## config.mk

```make
export PLATFORM = sky130hd
export DESIGN_NAME = ssdl_top
export DESIGN_NICKNAME = d
export VERILOG_FILES = /design/src/common/ssdl_pkg.sv /design/src/common/ssdl_cfg_if.sv /design/src/rtl/ssdl_rowpop.sv /design/src/rtl/ssdl_top.sv
export VERILOG_INCLUDE_DIRS = /design/src /design/src/common
export SDC_FILE = /design/constraint.sdc
export NUM_CORES = 1
export LEC_CHECK = 0
export BUFFER_PORTS_ARGS = -buffer_cell sky130_fd_sc_hd__buf_2
export CAP_MARGIN = 20
export CELL_PAD_IN_SITES_DETAIL_PLACEMENT = 1
export CELL_PAD_IN_SITES_GLOBAL_PLACEMENT = 2
export CORE_UTILIZATION = 31
export DETAILED_ROUTE_END_ITERATION = 16
export PLACE_DENSITY_LB_ADDON = 0.12
export SYNTH_ARGS = -nofsm -noshare
export SYNTH_HDL_FRONTEND = slang
export SYNTH_HIERARCHICAL = 1
export SYNTH_SLANG_ARGS = --single-unit
```

## constraint.sdc

```tcl
create_clock -name mclk_in -period 9.8 [get_ports mclk_in]
set_clock_uncertainty 0.05 [all_clocks]
set_input_delay 0.49 -clock mclk_in [delete_from_list [all_inputs] [get_ports mclk_in]]
set_output_delay 0.49 -clock mclk_in [all_outputs]
set_load 0.02 [all_outputs]
```

## src/common/ssdl_regs.svh

```systemverilog
// field positions, field encodings, reset values and region constants
`ifndef SSDL_REGS_SVH
`define SSDL_REGS_SVH
// ==========================================================
// register fields of smm_space_control
`define SSDL_GMS_HI 7
`define SSDL_GMS_LO 6
`define SSDL_UPPER_SMM_SELECT_HI 5
`define SSDL_UPPER_SMM_SELECT_LO 4
`define SSDL_LOW_SMM_SELECT_HI 3
`define SSDL_LOW_SMM_SELECT_LO 2
`define SSDL_LOCK_BIT 1
`define SSDL_VIOL_BIT 0
`define SSDL_CTRL_RESET 8'h00
// ==========================================================
// field encodings
`define SSDL_SEL_00 2'h0
`define SSDL_SEL_01 2'h1
`define SSDL_SEL_10 2'h2
`define SSDL_SEL_11 2'h3
// ==========================================================
// address ranges
`define SSDL_AB_BASE 32'h000A_0000
`define SSDL_AB_LAST 32'h000B_FFFF
`define SSDL_HIGH_REMAP_SMM_SEGMENT_BASE 32'hFEEA_0000
`define SSDL_HIGH_REMAP_SMM_SEGMENT_LAST 32'hFEEB_FFFF
`define SSDL_TOP_SMM_SEGMENT_512K 32'h0008_0000
`define SSDL_TOP_SMM_SEGMENT_1M 32'h0010_0000
`define SSDL_ROWPOP_RESET 8'h00
`endif

```

## src/common/ssdl_pkg.sv

```systemverilog
// types shared by the smm decode block
package ssdl_pkg;
  // where an access is sent
  typedef enum logic [1:0] {
    SSDL_DST_DRAM,
    SSDL_DST_HUB,
    SSDL_DST_GFX,
    SSDL_DST_BLOCK
  } ssdl_dest_t;
  // decode pipeline state
  typedef enum logic {
    SSDL_IDLE,
    SSDL_ANSWER
  } ssdl_state_t;
endpackage

```

## src/common/ssdl_cfg_if.sv

```systemverilog
// carrier for the configuration write path to the row register file
`timescale 1ns/1ns
`default_nettype none
interface ssdl_cfg_if;
  logic wr_en; // write strobe
  logic sel; // row register index
  logic [7:0] wdata; // write data
  logic lock; // lock state
  logic [7:0] rdata0; // first row register
  logic [7:0] rdata1; // second row register
  modport ctrl (output wr_en, sel, wdata, lock, input rdata0, rdata1);
  modport mem (input wr_en, sel, wdata, lock, output rdata0, rdata1);
endinterface
`default_nettype wire

```

## src/rtl/ssdl_rowpop.sv

```systemverilog
// lockable pair of dram row population registers
`timescale 1ns/1ns
`default_nettype none
`include "ssdl_regs.svh"
module ssdl_rowpop (
  input wire logic mclk_in,
  input wire logic reset_in,
  input wire logic clk_en_in,
  ssdl_cfg_if.mem cfg
);
  import ssdl_pkg::*;
  // ==========================================================
  // storage
  logic [7:0] row [2]; // row population registers
  logic [7:0] next_row [2]; // next values
  genvar gi;
  generate
    for (gi = 0; gi < 2; gi++) begin : g_row
      // writes are dropped while locked
      always_comb begin
        next_row[gi] = row[gi];
        if (cfg.wr_en && !cfg.lock && (cfg.sel == 1'(gi))) begin
          next_row[gi] = cfg.wdata;
        end
      end
      always_ff @(posedge mclk_in) begin
        if (reset_in) begin
          row[gi] <= `SSDL_ROWPOP_RESET;
        end else if (clk_en_in) begin
          row[gi] <= next_row[gi];
        end
      end
    end
  endgenerate
  // read data straight from the registers
  assign cfg.rdata0 = row[0];
  assign cfg.rdata1 = row[1];
endmodule
`default_nettype wire

```

## src/rtl/ssdl_top.sv

```systemverilog
// smm space control register and smm region decode
`timescale 1ns/1ns
`default_nettype none
`include "ssdl_regs.svh"
module ssdl_top (
  input wire logic mclk_in,
  input wire logic reset_in,
  input wire logic clk_en_in,
  input wire logic cfg_wr_in, // config write strobe
  input wire logic [1:0] cfg_sel_in, // 0 ctrl, 2 row0, 3 row1
  input wire logic [7:0] cfg_wdata_in,
  input wire logic [31:0] tom_in, // top of memory byte address
  input wire logic req_valid_in, // one access per pulse
  input wire logic [31:0] req_addr_in,
  input wire logic req_cpu_in, // access from the processor
  input wire logic req_smm_in, // processor in SMM
  input wire logic req_code_in, // code fetch
  input wire logic req_write_in,
  input wire logic req_wb_in, // explicit write-back
  output logic [7:0] ctrl_out, // smm_space_control readback
  output logic [7:0] rowpop0_out,
  output logic [7:0] rowpop1_out,
  output logic rsp_valid_out,
  output var ssdl_pkg::ssdl_dest_t rsp_dest_out
);
  import ssdl_pkg::*;
  // ==========================================================
  // control register fields
  logic [1:0] graphics_memory_select, next_gms; // graphics_memory_select
  logic [1:0] upper_smm_select, next_upper;
  logic [1:0] low_smm_select, next_low;
  logic smm_space_lock, next_lock;
  logic viol_flag, next_viol; // extended_smm_violation_flag
  logic hit_viol; // violation event this cycle
  ssdl_cfg_if cfg ();
  // ==========================================================
  // register write logic
  always_comb begin
    next_gms = graphics_memory_select;
    next_upper = upper_smm_select;
    next_low = low_smm_select;
    next_lock = smm_space_lock;
    next_viol = viol_flag;
    if (cfg_wr_in && cfg_sel_in == 2'h0) begin
      if (!smm_space_lock) begin
        next_gms = cfg_wdata_in[`SSDL_GMS_HI:`SSDL_GMS_LO];
        next_upper = cfg_wdata_in[`SSDL_UPPER_SMM_SELECT_HI:`SSDL_UPPER_SMM_SELECT_LO];
        next_low[1] = cfg_wdata_in[`SSDL_LOW_SMM_SELECT_HI];
        next_low[0] = cfg_wdata_in[`SSDL_LOW_SMM_SELECT_LO];
      end else if (low_smm_select[1]) begin
        next_low[0] = cfg_wdata_in[`SSDL_LOW_SMM_SELECT_LO];
      end
      // zero writes never clear the lock
      if (cfg_wdata_in[`SSDL_LOCK_BIT]) begin
        next_lock = 1'b1;
      end
      if (cfg_wdata_in[`SSDL_VIOL_BIT]) begin
        next_viol = 1'b0;
      end
    end
    // set wins over a same-cycle clear
    if (hit_viol) begin
      next_viol = 1'b1;
    end
  end
  // reset clears every field
  always_ff @(posedge mclk_in) begin
    if (reset_in) begin
      graphics_memory_select <= 2'h0;
      upper_smm_select <= 2'h0;
      low_smm_select <= 2'h0;
      smm_space_lock <= 1'b0;
      viol_flag <= 1'b0;
    end else if (clk_en_in) begin
      graphics_memory_select <= next_gms;
      upper_smm_select <= next_upper;
      low_smm_select <= next_low;
      smm_space_lock <= next_lock;
      viol_flag <= next_viol;
    end
  end
  // ==========================================================
  // row population registers
  assign cfg.wr_en = cfg_wr_in && cfg_sel_in[1];
  assign cfg.sel = cfg_sel_in[0];
  assign cfg.wdata = cfg_wdata_in;
  assign cfg.lock = smm_space_lock;
  ssdl_rowpop u_rowpop (
    .mclk_in(mclk_in),
    .reset_in(reset_in),
    .clk_en_in(clk_en_in),
    .cfg(cfg.mem)
  );
  // ==========================================================
  // region decode
  logic top_smm_segment_en, high_remap_smm_segment_en; // segment enables
  logic [31:0] top_smm_segment_size, top_smm_segment_base;
  logic in_ab, in_high_remap_smm_segment, in_top_smm_segment;
  logic ab_dram; // AB access may reach dram
  ssdl_dest_t dest;
  always_comb begin
    top_smm_segment_en = 1'b0;
    high_remap_smm_segment_en = 1'b0;
    top_smm_segment_size = `SSDL_TOP_SMM_SEGMENT_1M;
    case (upper_smm_select)
      `SSDL_SEL_00: begin
        top_smm_segment_en = 1'b0;
      end
      `SSDL_SEL_01: begin
        high_remap_smm_segment_en = 1'b1;
      end
      `SSDL_SEL_10: begin
        top_smm_segment_en = 1'b1;
        high_remap_smm_segment_en = 1'b1;
        top_smm_segment_size = `SSDL_TOP_SMM_SEGMENT_512K;
      end
      `SSDL_SEL_11: begin
        top_smm_segment_en = 1'b1;
        high_remap_smm_segment_en = 1'b1;
      end
      default: begin
        top_smm_segment_en = 1'b0;
      end
    endcase
    // high segment only with the AB window closed
    if (low_smm_select != `SSDL_SEL_00) begin
      high_remap_smm_segment_en = 1'b0;
    end
  end
  // top segment sits just below top of memory
  assign top_smm_segment_base = tom_in - top_smm_segment_size;
  assign in_ab = (req_addr_in >= `SSDL_AB_BASE) &&
                 (req_addr_in <= `SSDL_AB_LAST);
  assign in_high_remap_smm_segment = high_remap_smm_segment_en && (req_addr_in >= `SSDL_HIGH_REMAP_SMM_SEGMENT_BASE) &&
                   (req_addr_in <= `SSDL_HIGH_REMAP_SMM_SEGMENT_LAST);
  assign in_top_smm_segment = top_smm_segment_en && (req_addr_in >= top_smm_segment_base) &&
                   (req_addr_in < tom_in);
  // non-SMM processor hits, write-backs excepted
  assign hit_viol = req_valid_in && req_cpu_in && !req_smm_in &&
                    !req_wb_in && (in_high_remap_smm_segment || in_top_smm_segment);
  always_comb begin
    ab_dram = 1'b0;
    case (low_smm_select)
      `SSDL_SEL_00: ab_dram = 1'b0;
      `SSDL_SEL_01: ab_dram = 1'b1;
      `SSDL_SEL_10: ab_dram = req_cpu_in && req_smm_in && req_code_in &&
                              !req_write_in;
      `SSDL_SEL_11: ab_dram = req_cpu_in && req_smm_in;
      default: ab_dram = 1'b0;
    endcase
    dest = SSDL_DST_DRAM;
    if (in_high_remap_smm_segment || in_top_smm_segment) begin
      // only SMM processor cycles hit dram here
      dest = (req_cpu_in && req_smm_in) ? SSDL_DST_DRAM
                                        : SSDL_DST_HUB;
    end else if (in_ab) begin
      if (ab_dram) begin
        dest = SSDL_DST_DRAM;
      end else if (graphics_memory_select != `SSDL_SEL_00) begin
        dest = SSDL_DST_GFX; // graphics claims VGA range
      end else begin
        dest = SSDL_DST_HUB;
      end
    end
  end
  // ==========================================================
  // registered outputs
  always_ff @(posedge mclk_in) begin
    if (reset_in) begin
      rsp_valid_out <= 1'b0;
      rsp_dest_out <= SSDL_DST_DRAM;
      ctrl_out <= `SSDL_CTRL_RESET;
      rowpop0_out <= `SSDL_ROWPOP_RESET;
      rowpop1_out <= `SSDL_ROWPOP_RESET;
    end else if (clk_en_in) begin
      rsp_valid_out <= req_valid_in;
      rsp_dest_out <= dest;
      ctrl_out <= {next_gms, next_upper, next_low, next_lock, next_viol};
      rowpop0_out <= cfg.rdata0;
      rowpop1_out <= cfg.rdata1;
    end
  end
endmodule
`default_nettype wire

```

-- After elaboration in Yosys (flattened, before gate mapping)
Memories as Yosys holds them, arrays and structs flattened.
Cells that the tools add are included.
- register bits after elaboration: 35
- bits in latches: 0
- memory bits (writable): 16
- memory bits (read-only): 0
- bits of input ports: 84
- output and inout port bits: 27
- logic and storage cells: 87
- memories: 1
- memories (memory ; depth ; width ; read ports ; clocked after memory_dff ; write ports ; line ; source):
    u_rowpop.row ; 2 ; 8 ; 2 ; 0 ; 2 ; ssdl_rowpop.sv:14 ; logic [7:0] row [2];
- $add $sub $neg: 1
- $mul: 0
- div/mod/pow operators: 0
- order comparisons: 6
- equality and inequality tests: 6
- shift-type cells: 0
- muxes and demuxes: 32
- bitwise gates (word level): 3
- reduce and logical (&&, ||, !) cells: 28
- operator list (kind ; number):
    $ge 32x20->1 const B ; 1
    $ge 32x32->1 ; 1
    $ge 32x32->1 const B ; 1
    $le 32x20->1 const B ; 1
    $le 32x32->1 const B ; 1
    $lt 32x32->1 ; 1
    $mux 8 ; 4
    $sub 32x32->32 ; 1
    $mux 21 ; 1
    $mux 2 ; 9
    $logic_and 1x1->1 ; 17
    $mux 1 ; 17
    $eq 2x2->1 const B ; 4
    $eq 2x1->1 const B ; 2
    $logic_not 1->1 ; 4
    $logic_not 2->1 ; 2
    $pmux 1 s4 ; 1
    $reduce_bool 2->1 ; 2
    $reduce_or 3->1 ; 1
    $or 1x1->1 ; 2
    $reduce_or 2->1 ; 1
    $logic_or 1x1->1 ; 1
    $not 1->1 ; 1

-- Depth between registers and ports, before layout
- word-level depth: 9
- depth in mapped cells: 17
- depth with buffers taken out: 17

-- By module
Netlist, hierarchy kept.
- modules (own cells, without submodules) (module ; times used ; cells each ; area each (sq um)):
    ssdl_top ; 1 ; 316 ; 2557.5
    ssdl_rowpop ; 1 ; 29 ; 570.5

-- Worst setup path after synthesis
OpenSTA, ideal clock, no wires.
- kind: flip-flop to flip-flop
- from: reg, netlist name ctrl_out[5]
- to: reg rsp_dest_out[0]
- setup time: 0.074 ns
- data arrival time: 3.600 ns
- required time: 9.676 ns
- setup slack: 6.075 ns
- stages on the path, launching flop included: 18
- buffers on the path: 0
- cells stage by stage: dfxtp_1 > nor2b_4 > ha_1 > inv_1 > maj3_2 > or3_4 > nor4_4 > nand2_1 > nor4_2 > xnor2_1 > ha_1 > nand4_1 > nor4_1 > a22oi_1 > o211ai_1 > a41oi_1 > or3_1 > a31oi_1
- RTL lines (element ; line ; source):
    end signal, assigned ; ssdl_top.sv:177 ; rsp_dest_out <= dest;
    end, declared ; ssdl_top.sv:24 ; output var ssdl_pkg::ssdl_dest_t rsp_dest_out

==> summary.txt <==
Run status
  • Outcome: complete, no violations

Synthesis
  • Fraction of the mapped netlist area in adder cells: 0.192
  • Synth unique cells: 46
  • Main combinational cell family by area after synthesis: simple AND/OR/NAND/NOR gates
  • Area contributors post-synth: ha_1 (19%), dfxtp_1 (17%), edfxtp_1 (15%), mux2i_1 (7.4%), inv_1 (4.7%)
  • Fraction of registers with async set or reset after synthesis: 0
  • Post-synthesis mux area share: 0.0736
  • Synthesized area per cell: 9.07 um^2
  • Mapped Nets: 476
  • Gate Count Post-Synth: 345
  • Synth Area in XOR/XNOR: 0.0308
  • Number of synthesized flops with an enable pin: 16
  • Top-area cell type share of the netlist area: 0.188
  • Synth Register Bits: 43
  • Post-synthesis sequential area ratio: 0.326
  • Synth warnings: 6
  • Area leader, netlist: ha_1
  • Post-synthesis simple-gate area fraction: 0.201
  • Post-Syn Area: 3130 um^2
  • Synth Area in Compound Gates: 0.116
  • Ys flop type: dfxtp_1

Final layout
  • Final nets: just under 600
  • Fraction of layout cells with a size suffix above 1: 0.275
  • N_diodes: 0
  • Synthesis-to-finish area growth: 24.3%
  • Final core occ: 0.398
  • Filler Cells Inserted: 1,215

Placement
  • GPL Wtd Cong: around 0.75
  • Pre-CTS setup slack: 5.76 ns
  • Port-buffer cells: 110
  • HPWL Detailed: approximately 7600 um

Critical path
  • Slowest CP cell: dfxtp_1
  • WP buf/inv: 1
  • Reg-to-Reg End: rsp_dest_out[0]
  • Flop-to-flop setup slack: 5.79 ns
  • Worst setup SP type: register
  • Worst endpoint required time: 9.96 ns
  • Crit path max fanout: 5
  • CP arrival: 4.17 ns
  • Cells along the critical path: nor2b_4 > ha_1 > inv_1 > maj3_2 > or3_4 > nor4_4 > nand2_1 > nor4_2 > xnor2_1 > ha_1 > nand4_1 > nor4_1 > a22oi_1 > o211ai_1 > a41oi_1 > or3_1 > a31oi_1
  • Worst R2R Path Depth: 17
  • Worst setup EP type: register
  • R2r startpoint: ctrl_out[5]
  • Setup CP Type: register to register
  • Largest stage delay, worst path: 0.41 ns
  • Most common cell type on the critical path: ha_1
  • Top delay family on crit path: simple AND/OR/NAND/NOR gates

Hold path
  • Hold depth: 3
  • Hold Path Origin: cfg_wdata_in[2]
  • WHS Endpoint: low_smm_select[0]
  • Tightest Hold Check Type: primary input to register

Clocking
  • Root Driver: clkbuf_8
  • # Post-CTS Setup Buffers: 0
  • CTS Sinks: 43
  • CTS clk-pin slew, worst paths: 0.08 ns
  • Htree depth: 2
  • Post-CTS Resized: 0
  • Total CTS buffers: 5
  • Worst-Skew Late Latency: 0.29 ns
  • CTS tree: yes
  • Hold buffer count at CTS: 0
  • CTS Buffer Depth: 2

Floorplan
  • Area of the core: 9770 um^2
  • Die Span X: a little over 100 um
  • Die Area: roughly 10,000 um^2
  • I/O pin count: 111
  • Row Count: 36
  • Initial Utilization: 0.320
  • Die Span Y: 102 um

Routing
  • DR vias: 2,905
  • DRT antenna net count: 0
  • Drt pass-1 iters: 4
  • Drt total wl: between 8000 and 9000 um
  • 1st-iter DRT viols: 78
  • Wire per inst: 15.0 um
  • # DRC: 0
  • Vias per inst: 4.95

Timing
  • Final hold violations: 0
  • Slew @ Worst Pin: roughly 0.74 ns
  • Crit path time final: 4.01 ns
  • Tcrit/Tclk final: 0.409
  • Final setup fails: 0
  • Slew headroom: 0.501
  • Count of pins over their slew limit: 0
  • RSZ-0062 raised after global routing: false
  • Hold slack: 0.411 ns
  • Max frequency: 0.249 GHz
  • Setup TNS: 0 ns
  • Final setup margin: between 5 and 6 ns

Power
  • Combinational power share: 0.259
  • Sw frac: 0.302
  • Leakage: 1.89 nW
  • Switch Pwr: 0.000126 W
  • Sequential share of power: 0.477
  • Peak VDD IR: around 0.056 mV
  • Cell internal pwr: just under 0.0003 W
  • Pwr/cell area: 107 nW/um^2
  • Clock power share: 0.264
  • Pwr Total: 0.000416 W

GRT
  • Global-route wire length before repair: 14,200 um
  • Gr ovfl total: 0
  • Largest net degree at the start of global routing: 32
  • Overall routing resource usage: 0.175
  • Initial antenna violation count: 0
  • Vias in the first global route: 2,971

Flow run
  • Max-cap violations: 0
## metal layers
metal	track usage	share of wire	vias up
li1	-	-	1458
met1	0.222	0.47	1380
met2	0.320	0.49	62
met3	0.0226	0.035	5
met4	0.0231	0.0035	0
met5	0	0	-
## worst max-delay path by stage
stage / cells after the start / start / slack (ns) / end
2_1_floorplan: 17 / ctrl_out[5] / 6.08 / rsp_dest_out[0]
3_3_place_gp: 18 / tom_in[19] / 5.91 / rsp_dest_out[0]
3_5_place_dp: 17 / ctrl_out[5] / 5.76 / rsp_dest_out[0]
4_1_cts: 17 / ctrl_out[5] / 5.72 / rsp_dest_out[0]
5_1_grt: 17 / ctrl_out[5] / 5.37 / rsp_dest_out[0]
6_report: 17 / ctrl_out[5] / 5.79 / rsp_dest_out[0]
## cells in the mapped netlist, types with 3 or more instances
cell type,n
and3_1,3
nor2_1,33
nor4b_1,3
and2_1,11
nand2b_1,3
a41o_1,3
inv_1,39
o21ai_0,8
nand2_1,19
xnor2_1,11
mux2i_1,23
nand3_1,7
o211ai_1,4
buf_1,3
nand4_1,13
dfxtp_1,27
a21oi_1,26
nor4_1,8
clkbuf_1,4
ha_1,47
nor3_1,3
edfxtp_1,16
## power by group through the flow
stage	Combinational (W)	Sequential [W]	Clock (W)
after floorplan	0.0000572	0.000207	0
after global placement	0.000106	0.000203	0
after detailed placement	0.000109	0.000203	0
after CTS	0.000110	0.000199	0.000113
after global routing	0.000123	0.000200	0.000119
final	0.000108	0.000198	0.000110
## cell type report
| class | count | area [um^2] | area share |
|---|---|---|---|
| clock inverters | 2 | 12.5 | 0.00322 |
| inverters | 39 | 146 | 0.0376 |
| repair buffers | 110 | 551 | 0.142 |
| multi-input cells | 254 | 1920 | 0.494 |
| clock buffers | 6 | 72.6 | 0.0187 |
| well taps | 133 | 166 | 0.0428 |
| flip-flops and latches | 43 | 1020 | 0.263 |
## kinds of logic (layout without fill, tap and decap cells)
logic type | count (synthesis) | count (layout)
compound gates | 58 | 58
xor+xnor | 11 | 11
fa+ha+maj | 48 | 48
buf+inv | 48 | 157
flops | 43 | 43
mux | 23 | 23
simple gates | 114 | 114
## cell usage in the layout, fill, tap and decap left out, drive strengths merged, types with 4 or more instances in the layout
| master | count |
|---|---|
| clkbuf | 6 |
| nand4 | 13 |
| mux2i | 23 |
| xnor2 | 11 |
| ha | 47 |
| and2 | 11 |
| a21oi | 28 |
| o21ai | 9 |
| nand3 | 7 |
| nand2 | 19 |
| inv | 39 |
| nor2 | 33 |
| nor4 | 10 |
| edfxtp | 16 |
| o211ai | 4 |
| buf | 110 |
| dfxtp | 27 |
## state kept, by name, summed over array words and instances (netlist names)
name	count
upper_smm_select	1
graphics_memory_select	2
rowpop1_out	8
rowpop0_out	8
ctrl_out	4
low_smm_select	1
rsp_valid_out	1
rsp_dest_out	2
u_rowpop/row	16
## stage by stage
step           instance area [um^2]  std cells
4_1_cts                        3890        587
3_5_place_dp                   3800        579
3_3_place_gp                   3800        579
5_1_grt                        3890        587
2_1_floorplan                  3130        345
6_report                       3890        587
## worst reg2reg max path: cells and delay by family, from the launching register on
kind / cells / cell delay, ns
compound gates: 4 / 0.44
xor+xnor: 1 / 0.10
fa+ha+maj: 3 / 0.80
buf+inv: 1 / 0.06
flops: 1 / 0.41
simple gates: 8 / 2.06
Note: power is estimated with default switching activity, not from simulation.
